--- config.mk ---
export PLATFORM = sky130hd
export DESIGN_NAME = dual_gpio_port_ab
export DESIGN_NICKNAME = d
export VERILOG_FILES = /design/src/rtl/gpio_pkg.sv /design/src/rtl/pin_sync.sv /design/src/rtl/port_bank.sv /design/src/rtl/dual_gpio_port_ab.sv
export SDC_FILE = /design/constraint.sdc
export NUM_CORES = 1
export LEC_CHECK = 0
export ABC_AREA = 1
export BUFFER_PORTS_ARGS = -buffer_cell sky130_fd_sc_hd__buf_2
export CAP_MARGIN = 5
export CORE_ASPECT_RATIO = 1.25
export CORE_MARGIN = 3
export CORE_UTILIZATION = 30
export DETAILED_ROUTE_END_ITERATION = 10
export PLACE_DENSITY = 0.61
export RECOVER_POWER = 25
export SLEW_MARGIN = 40
export SYNTH_ARGS = -nofsm -noshare
export SYNTH_HDL_FRONTEND = slang
export SYNTH_SLANG_ARGS = --single-unit
--- constraint.sdc ---
create_clock -name ref_clk -period 2.2 [get_ports ref_clk]
set_input_delay 0.33 -clock ref_clk [delete_from_list [all_inputs] [get_ports ref_clk]]
set_output_delay 0.33 -clock ref_clk [all_outputs]
set_load 0.01 [all_outputs]
--- src/rtl/gpio_pkg.sv ---
// Package with register map, field positions and reset values of the dual port block.
`default_nettype none
package gpio_pkg;
	// ==========================================
	// Register offsets
	localparam logic [3:0] ADDR_FIRST_DATA = 4'h0;
	localparam logic [3:0] ADDR_SECOND_DATA = 4'h1;
	localparam logic [3:0] ADDR_FIRST_DIRECTION = 4'h4;
	localparam logic [3:0] ADDR_SECOND_DIRECTION = 4'h5;
	localparam logic [3:0] ADDR_FIRST_PULLUP = 4'h8;
	localparam logic [3:0] ADDR_SECOND_PULLUP = 4'h9;
	localparam logic [3:0] ADDR_CONFIG = 4'hC;
	// ==========================================
	// Field positions and widths
	localparam int FIRST_WIDTH = 6;
	localparam int SECOND_WIDTH = 8;
	localparam int REG_WIDTH = 8;
	localparam int PIN_TWO = 2;
	localparam int PIN_FOUR = 4;
	localparam int WAKEUP_BIT = 6;
	localparam int CLOCK_OUT_BIT = 7;
	localparam int CFG_IRQ_BIT = 0;
	localparam int CFG_OSC_LSB = 1;
	// ==========================================
	// Reset values
	localparam logic [7:0] DIRECTION_RESET = 8'h00;
	localparam logic [7:0] PULLUP_RESET = 8'h00;
	localparam logic [7:0] CONFIG_RESET = 8'h00;
	localparam logic [7:0] ZERO_BYTE = 8'h00;
	// ==========================================
	// Oscillator options
	localparam logic [1:0] OSC_INTERNAL = 2'h0;
	localparam logic [1:0] OSC_EXTERNAL = 2'h1;
	localparam logic [1:0] OSC_RC = 2'h2;
	localparam logic [1:0] OSC_CRYSTAL = 2'h3;
endpackage
`default_nettype wire

--- src/rtl/pin_sync.sv ---
// Two-stage synchronizer for a bank of pin levels.
`default_nettype none
module pin_sync #(
	parameter int WIDTH = 8
) (
	// Clock and reset
	input wire logic ref_clk,
	input wire logic rst_b,
	// Levels
	input wire logic [WIDTH-1:0] async_in,
	output logic [WIDTH-1:0] sync_out
);
	logic [WIDTH-1:0] stage_one;
	logic [WIDTH-1:0] next_stage_one;
	logic [WIDTH-1:0] next_sync_out;

	// ==========================================
	// Next values
	// The first stage feeds only the second stage, so a metastable level never fans out.
	always_comb begin
		next_stage_one = async_in;
		next_sync_out = stage_one;
		if (!rst_b) begin
			next_stage_one = '0;
			next_sync_out = '0;
		end
	end

	// Registers only.
	always_ff @(posedge ref_clk) begin
		stage_one <= next_stage_one;
		sync_out <= next_sync_out;
	end
endmodule
`default_nettype wire

--- src/rtl/port_bank.sv ---
// One general purpose port: data latch, direction, pullup and pin read mux.
`default_nettype none
module port_bank #(
	parameter int WIDTH = 8
) (
	// Clock and reset
	input wire logic ref_clk,
	input wire logic rst_b,
	// Register writes
	input wire logic data_we,
	input wire logic direction_we,
	input wire logic pullup_we,
	input wire logic [WIDTH-1:0] wdata,
	// Synchronized pin levels
	input wire logic [WIDTH-1:0] pin_level,
	// State
	output logic [WIDTH-1:0] data_latch,
	output logic [WIDTH-1:0] direction,
	output logic [WIDTH-1:0] pull_enable,
	output logic [WIDTH-1:0] read_value,
	output logic [WIDTH-1:0] pullup_active
);
	import gpio_pkg::*;
	logic [WIDTH-1:0] next_data_latch;
	logic [WIDTH-1:0] next_direction;
	logic [WIDTH-1:0] next_pullup;

	// ==========================================
	// Next values
	// The data latch has no reset on purpose, so its contents survive a reset.
	always_comb begin
		next_data_latch = data_latch;
		next_direction = direction;
		next_pullup = pull_enable;
		// Write always updates the data latch, whatever the direction.
		if (data_we) begin
			next_data_latch = wdata;
		end
		if (direction_we) begin
			next_direction = wdata;
		end
		if (pullup_we) begin
			next_pullup = wdata;
		end
		if (!rst_b) begin
			next_direction = DIRECTION_RESET[WIDTH-1:0];
			next_pullup = PULLUP_RESET[WIDTH-1:0];
		end
	end

	// Registers only.
	always_ff @(posedge ref_clk) begin
		data_latch <= next_data_latch;
		direction <= next_direction;
		pull_enable <= next_pullup;
	end

	// Output pins read the latch, input pins read the pin; pullup only on inputs.
	assign read_value = (direction & data_latch) | (~direction & pin_level);
	assign pullup_active = pull_enable & ~direction;
endmodule
`default_nettype wire

--- src/rtl/dual_gpio_port_ab.sv ---
// Top of the two general purpose ports with register port and pin drivers.
//
// Overview of operation
// - First port has six pins; pin two input-only.
// - Interrupt enabled: bit two reads zero.
// - Interrupt disabled: bit two reads pin level.
// - Interrupt disabled: interrupt level test sees one.
// - Reset keeps data latches, initialises directions.
// - Read-only bit mirrors the wakeup request latch.
// - Direction one drives; reset makes all inputs.
// - First port reads latch or pin by direction.
// - Writes always update the latch.
// - First pullup needs bit set and input direction.
// - First pullup bit zero disconnects the pullup.
// - Internal/RC option: enable drives quad clock out.
// - Enable zero: pin acts as first-port pin four.
// - Second port has eight pins.
// - Reset clears second directions; one drives.
// - Second port reads latch or pin by direction.
// - Second pullup needs bit set and input.
// - Second pullup bit zero disconnects the pullup.
// - Pin two never drives, latch still stored.
`default_nettype none
module dual_gpio_port_ab (
	// Clock and reset
	input wire logic ref_clk,
	input wire logic rst_b,
	// Register port
	input wire logic [3:0] addr,
	input wire logic [gpio_pkg::REG_WIDTH-1:0] wdata,
	input wire logic write_strobe,
	input wire logic read_strobe,
	output logic [gpio_pkg::REG_WIDTH-1:0] rdata,
	// System signals
	input wire logic wakeup_request_mirror,
	input wire logic quad_bus_clock,
	// First port pins
	input wire logic [gpio_pkg::FIRST_WIDTH-1:0] first_pin_in,
	output logic [gpio_pkg::FIRST_WIDTH-1:0] first_pin_out,
	output logic [gpio_pkg::FIRST_WIDTH-1:0] first_pin_oe_b,
	output logic [gpio_pkg::FIRST_WIDTH-1:0] first_pullup_on,
	// Second port pins
	input wire logic [gpio_pkg::SECOND_WIDTH-1:0] second_pin_in,
	output logic [gpio_pkg::SECOND_WIDTH-1:0] second_pin_out,
	output logic [gpio_pkg::SECOND_WIDTH-1:0] second_pin_oe_b,
	output logic [gpio_pkg::SECOND_WIDTH-1:0] second_pullup_on,
	// Interrupt pin level for the processor test
	output logic interrupt_pin_level
);
	import gpio_pkg::*;

	// ==========================================
	// Configuration register
	logic [REG_WIDTH-1:0] config_reg;
	logic [REG_WIDTH-1:0] next_config_reg;
	logic irq_enabled;
	logic [1:0] osc_option;
	logic clock_output_enable;
	logic clock_out_active;

	// ==========================================
	// Port state
	logic [FIRST_WIDTH-1:0] first_sync;
	logic [SECOND_WIDTH-1:0] second_sync;
	logic [FIRST_WIDTH-1:0] first_latch, first_dir, first_pull, first_read, first_pull_act;
	logic [SECOND_WIDTH-1:0] second_latch, second_dir, second_pull, second_read, second_pull_act;
	logic [REG_WIDTH-1:0] next_rdata;
	logic [REG_WIDTH-1:0] read_mux;
	logic [FIRST_WIDTH-1:0] first_drive;
	logic first_pull_we;
	logic clock_bit_we;
	logic next_clock_output_enable;

	// Address match shared by every write enable.
	function automatic logic hit(input logic [3:0] a, input logic [3:0] target, input logic strobe);
		hit = strobe && (a == target);
	endfunction

	assign first_pull_we = hit(addr, ADDR_FIRST_PULLUP, write_strobe);
	assign clock_bit_we = first_pull_we;

	// ==========================================
	// Synchronizers
	// synchronize pin levels
	pin_sync #(.WIDTH(FIRST_WIDTH)) u_first_sync (
		.ref_clk(ref_clk),
		.rst_b(rst_b),
		.async_in(first_pin_in),
		.sync_out(first_sync)
	);

	pin_sync #(.WIDTH(SECOND_WIDTH)) u_second_sync (
		.ref_clk(ref_clk),
		.rst_b(rst_b),
		.async_in(second_pin_in),
		.sync_out(second_sync)
	);

	// ==========================================
	// Port banks
	// six pin first port
	port_bank #(.WIDTH(FIRST_WIDTH)) u_first (
		.ref_clk(ref_clk),
		.rst_b(rst_b),
		.data_we(hit(addr, ADDR_FIRST_DATA, write_strobe)),
		.direction_we(hit(addr, ADDR_FIRST_DIRECTION, write_strobe)),
		.pullup_we(first_pull_we),
		.wdata(wdata[FIRST_WIDTH-1:0]),
		.pin_level(first_sync),
		.data_latch(first_latch),
		.direction(first_dir),
		.pull_enable(first_pull),
		.read_value(first_read),
		.pullup_active(first_pull_act)
	);

	port_bank #(.WIDTH(SECOND_WIDTH)) u_second (
		.ref_clk(ref_clk),
		.rst_b(rst_b),
		.data_we(hit(addr, ADDR_SECOND_DATA, write_strobe)),
		.direction_we(hit(addr, ADDR_SECOND_DIRECTION, write_strobe)),
		.pullup_we(hit(addr, ADDR_SECOND_PULLUP, write_strobe)),
		.wdata(wdata),
		.pin_level(second_sync),
		.data_latch(second_latch),
		.direction(second_dir),
		.pull_enable(second_pull),
		.read_value(second_read),
		.pullup_active(second_pull_act)
	);

	// ==========================================
	// Configuration and clock output enable
	// The clock output enable lives in the top bit of the first pullup register.
	always_comb begin
		next_config_reg = config_reg;
		next_clock_output_enable = clock_output_enable;
		if (hit(addr, ADDR_CONFIG, write_strobe)) begin
			next_config_reg = wdata;
		end
		if (clock_bit_we) begin
			next_clock_output_enable = wdata[CLOCK_OUT_BIT];
		end
		if (!rst_b) begin
			next_config_reg = CONFIG_RESET;
			next_clock_output_enable = 1'b0;
		end
	end

	// Registers only.
	always_ff @(posedge ref_clk) begin
		config_reg <= next_config_reg;
		clock_output_enable <= next_clock_output_enable;
	end

	assign irq_enabled = config_reg[CFG_IRQ_BIT];
	assign osc_option = config_reg[CFG_OSC_LSB+1:CFG_OSC_LSB];

	// clock out only for internal or RC
	assign clock_out_active = clock_output_enable && ((osc_option == OSC_INTERNAL) || (osc_option == OSC_RC));

	// ==========================================
	// Pin drivers
	// Enables are active low; a low enable means the pin is driven.
	always_comb begin
		first_drive = first_dir;
		first_drive[PIN_TWO] = 1'b0;
		first_pin_out = first_latch;
		first_pullup_on = first_pull_act;
		first_pullup_on[PIN_TWO] = first_pull[PIN_TWO];
		if (clock_out_active) begin
			first_drive[PIN_FOUR] = 1'b1;
			first_pin_out[PIN_FOUR] = quad_bus_clock;
			first_pullup_on[PIN_FOUR] = 1'b0;
		end
		first_pin_oe_b = ~first_drive;
	end

	assign second_pullup_on = second_pull_act;
	assign second_pin_out = second_latch;
	assign second_pin_oe_b = ~second_dir;

	// interrupt test sees one when disabled
	assign interrupt_pin_level = irq_enabled ? first_sync[PIN_TWO] : 1'b1;

	// ==========================================
	// Read path
	// Decoding by if chain; unmapped addresses read as zero.
	always_comb begin
		read_mux = ZERO_BYTE;
		if (addr == ADDR_FIRST_DATA) begin
			read_mux[FIRST_WIDTH-1:0] = first_read;
			// Pin two is input only, so it reads its pin, or zero while the interrupt is enabled.
			read_mux[PIN_TWO] = first_sync[PIN_TWO];
			if (irq_enabled) begin
				read_mux[PIN_TWO] = 1'b0;
			end
			read_mux[WAKEUP_BIT] = wakeup_request_mirror;
		end else if (addr == ADDR_SECOND_DATA) begin
			read_mux = second_read;
		end else if (addr == ADDR_FIRST_DIRECTION) begin
			read_mux[FIRST_WIDTH-1:0] = first_dir;
		end else if (addr == ADDR_SECOND_DIRECTION) begin
			read_mux = second_dir;
		end else if (addr == ADDR_FIRST_PULLUP) begin
			read_mux[FIRST_WIDTH-1:0] = first_pull;
			read_mux[CLOCK_OUT_BIT] = clock_output_enable;
		end else if (addr == ADDR_SECOND_PULLUP) begin
			read_mux = second_pull;
		end else if (addr == ADDR_CONFIG) begin
			read_mux = config_reg;
		end
	end

	// Read data stand only in the cycle after the read strobe, zero otherwise.
	always_comb begin
		next_rdata = read_strobe ? read_mux : ZERO_BYTE;
		if (!rst_b) begin
			next_rdata = ZERO_BYTE;
		end
	end

	// Registers only.
	always_ff @(posedge ref_clk) begin
		rdata <= next_rdata;
	end
endmodule
`default_nettype wire

==> metrics.cfg <==
[synthesis]
syn_area_per_cell_sq_um = 7.87
sequential_element_share_of_the_synthesized_area_pct = 53.9
yosys_warnings = 0
ys_seq_elements = 87
synth.top_cells.by_area = sky130_fd_sc_hd__dfxtp_1, sky130_fd_sc_hd__edfxtp_1, sky130_fd_sc_hd__nand2_1
yosys.area.top_type_share_pct = 41.8
yosys.cell_types.count = 26
synth.cell_area_sq_um = 3490
synthCells = 444
synth.net_count = 476
synth_area_leader_cell = sky130_fd_sc_hd__dfxtp_1

[finish]
post_route_cells_drive_above_1_share_pct = 20.6
area_added_between_synthesis_and_finish_pct = 24.0
final_net_count = 555
antenna-diode-count = 0
finish.cell_count_without_fillers = 663

[run_status]
status = finished clean

[pwr]
cell_internal_pwr_w = 0.00276
fin_total_pwr_w = 0.00354
p_clk_share_pct = 46.2
power.combinational.fraction_pct = 6.3
p_sw_w = 0.000783
netSwitchingFraction_pct = 22.1
power_density_nw_per_um2 = 817
cellLeakagePower_nw = 2.02
pwr-share-seq_pct = 47.4
vdd_ir_drop_max_uv = 299

[critical_path]
r2r_end = rdata[6]$_SDFF_PN0_
rrSetupSlack_ns = 1.06
worstSetupEndpointType = register
timing.critical_path.max_delay_family = simple AND/OR/NAND/NOR gates
timing.setup.critical_path_class = in -> reg
timing.critical_path.slowest_cell_delay_ns = 0.52
worst_path_max_delay_cell = sky130_fd_sc_hd__nand3_1
cp_data_required_time_ns = 2.40
critPathBufInv = 2
ordered_cell_list_for_the_critical_path = buf_2 -> inv_2 -> nor2_4 -> nand3_1 -> o21ai_0 -> a21oi_1
r2r_cells = 6
setup_crit_start_kind = primary input
rr_startpoint = u_second.direction[6]$_SDFFE_PN0P_
crit_path_max_fanout = 16
worst_ep_arrival_time_ns = 1.83

[clock_tree]
clock_sinks = 87
cts.repair_timing.setup_buffer_count = 0
clock_insertion_delay_worst_skew_ns = 0.34
cts-resized-gates = 0
clkTransAtPathRegs_ns = 0.06
numCtsBuffers = 9
clock_path_buffers = 2
tritoncts = done
cts_htree_levels = 3
hold_buffers = 0
clock_tree.root_cell = sky130_fd_sc_hd__clkbuf_16

[place]
dpl.cell_count = 647
port_buffers = 81
gp_routability_congestion = 0.816
place_ws_ns = 0.221
hpwl_um = 6990

[min_path]
holdPathStages = 3
worst_hold_path_type = in -> reg
min_from = first_pin_in[0]
hold_path_end = u_first_sync.stage_one[0]$_SDFF_PN0_

[floorplan]
die_height_um = 127
die-area_sq_um = 13000
boundaryPins = 83
floorplan.die.width_um = 103
core_region_area_sq_um = 11200
initial_utilization_pct = 31.1
floorplan_row_count = 43

[grt]
antenna_found_initial = 0
via_count_of_the_first_global_routing_pass = 2944
grt.overflow.total = 0
grt_first_pass_wirelength_um = 15200
gr-usage-all-layers_pct = 15.6
grt_max_degree = 39

[route]
viasPerCell = 4.62
route.final.wire_length_um = 9890
post_drt_wl_per_cell_um = 14.9
detail_route.iter0.violations = 170
remaining_drc_errors = 0
first_pass_iters = 5
detailroute.via_count = 3066
final_antenna_net_count = 0

[sta]
post-route-worst-setup-slack_ns = 0.573
finalClockSkew_ns = 0.00967
report.final.setup_viol = 0
period_share_pct = 74.0
fin_setup_tns_ns = 0
timing.max_slew.rel_slack_pct = 37.1
achievable-frequency_mhz = 615
unrepaired_setup_endpoints_after_global_routing = no
final-hold-violation-count = 0
drv_slew = 0
worst_slew_pin_slew_ns = 0.943
finalCriticalPeriod_ns = 1.63
smallest_hold_slack_ns = 0.171

[run]
drv_cap = 0

-- how the worst max path moves through the flow --
stage / start / to / cells after the start
5_1_grt: rst_b / rdata[6]$_SDFF_PN0_ / 5
4_1_cts: clock_output_enable$_SDFFE_PN0P_ / first_pin_out[4] / 5
6_report: addr[3] / u_second.pull_enable[4]$_SDFFE_PN0P_ / 6
3_3_place_gp: addr[3] / u_second.pull_enable[3]$_SDFFE_PN0P_ / 6
2_1_floorplan: write_strobe / u_second.data_latch[0]$_DFFE_PP_ / 4
3_5_place_dp: addr[3] / u_second.pull_enable[7]$_SDFFE_PN0P_ / 6
-- cell usage in the layout, fill, tap and decap left out, drive strengths merged --
master and count:
clkinv 3, clkinvlp 1, inv 72, buf 79
nor3 4, bufinv 2, nand2 101, edfxtp 14
clkbuf 20, a31oi 4, nor2 34, o21ai 32
or2 2, conb 1, a21oi 39, nand3 38
dfxtp 73, nor4 1, nand4 6, o211ai 2
-- Yosys cell counts --
master / number
sky130_fd_sc_hd__nand3_1: 37
sky130_fd_sc_hd__buf_2: 2
sky130_fd_sc_hd__dfxtp_1: 73
sky130_fd_sc_hd__or2_2: 2
sky130_fd_sc_hd__nand2_2: 3
sky130_fd_sc_hd__nor4_1: 1
sky130_fd_sc_hd__edfxtp_1: 14
sky130_fd_sc_hd__nor2_4: 3
sky130_fd_sc_hd__conb_1: 1
sky130_fd_sc_hd__o21ai_1: 3
sky130_fd_sc_hd__clkinv_1: 1
sky130_fd_sc_hd__a21oi_1: 39
sky130_fd_sc_hd__nor3_1: 1
sky130_fd_sc_hd__buf_4: 8
sky130_fd_sc_hd__nand3_2: 1
sky130_fd_sc_hd__nand4_1: 6
sky130_fd_sc_hd__a31oi_1: 4
sky130_fd_sc_hd__o21ai_0: 29
sky130_fd_sc_hd__nor2_1: 31
sky130_fd_sc_hd__inv_1: 70
sky130_fd_sc_hd__nor3_4: 1
sky130_fd_sc_hd__inv_2: 2
sky130_fd_sc_hd__nand2_1: 98
sky130_fd_sc_hd__nor3_2: 2
sky130_fd_sc_hd__o211ai_1: 2
sky130_fd_sc_hd__clkbuf_1: 10
-- power by group through the flow --
stage | clock (W) | combinational [W] | sequential [W]
after floorplan | 0 | 0.000125 | 0.00171
after global placement | 0 | 0.000225 | 0.00171
after detailed placement | 0 | 0.000229 | 0.00171
after CTS | 0.00168 | 0.000229 | 0.00168
after global routing | 0.00174 | 0.000254 | 0.00168
final | 0.00164 | 0.000225 | 0.00168
-- per-stage QoR --
step                      instance area [sq um]  util [%]
after floorplan                            3500         -
after CTS                                  4340      38.6
after global placement                     4020      35.7
after global routing                       4330      38.5
final                                      4330      38.5
after detailed placement                   4020      35.7
-- layout make-up --
| type | instances | area (sq um) |
|---|---|---|
| Fill cell | 1200 | 6910 |
| Timing Repair Buffer | 88 | 447 |
| Tap cell | 135 | 169 |
| Sequential cell | 87 | 1880 |
| Clock buffer | 11 | 243 |
| Inverter | 73 | 274 |
| Clock inverter | 5 | 81.3 |
| Multi-Input combinational cell | 264 | 1230 |
-- per-layer routing --
| layer | part of all wire (%) | routed length (um) | vias to the layer above | track usage (%) |
|---|---|---|---|---|
| met4 | 1.1 | 108 | 0 | 5.95 |
| met5 | 0 | 0 | - | 0 |
| met1 | 45 | 4420 | 1425 | 19.4 |
| li1 | - | - | 1566 | - |
| met3 | 4.5 | 441 | 4 | 3.80 |
| met2 | 50 | 4920 | 71 | 25.9 |
-- tightest hold or removal path: stages --
cell and delay [ns]:
sky130_fd_sc_hd__buf_2 0.07, sky130_fd_sc_hd__nand2_1 0.04, sky130_fd_sc_hd__inv_1 0.04
-- logic make-up after synthesis --
family,synth area share [%]
AO/OA/AOI/OAI,11.3
buffers and inverters,10.9
flip-flops,53.9
other,0.107
AND/OR/NAND/NOR,23.8
Power figures use the tool's default switching activity.
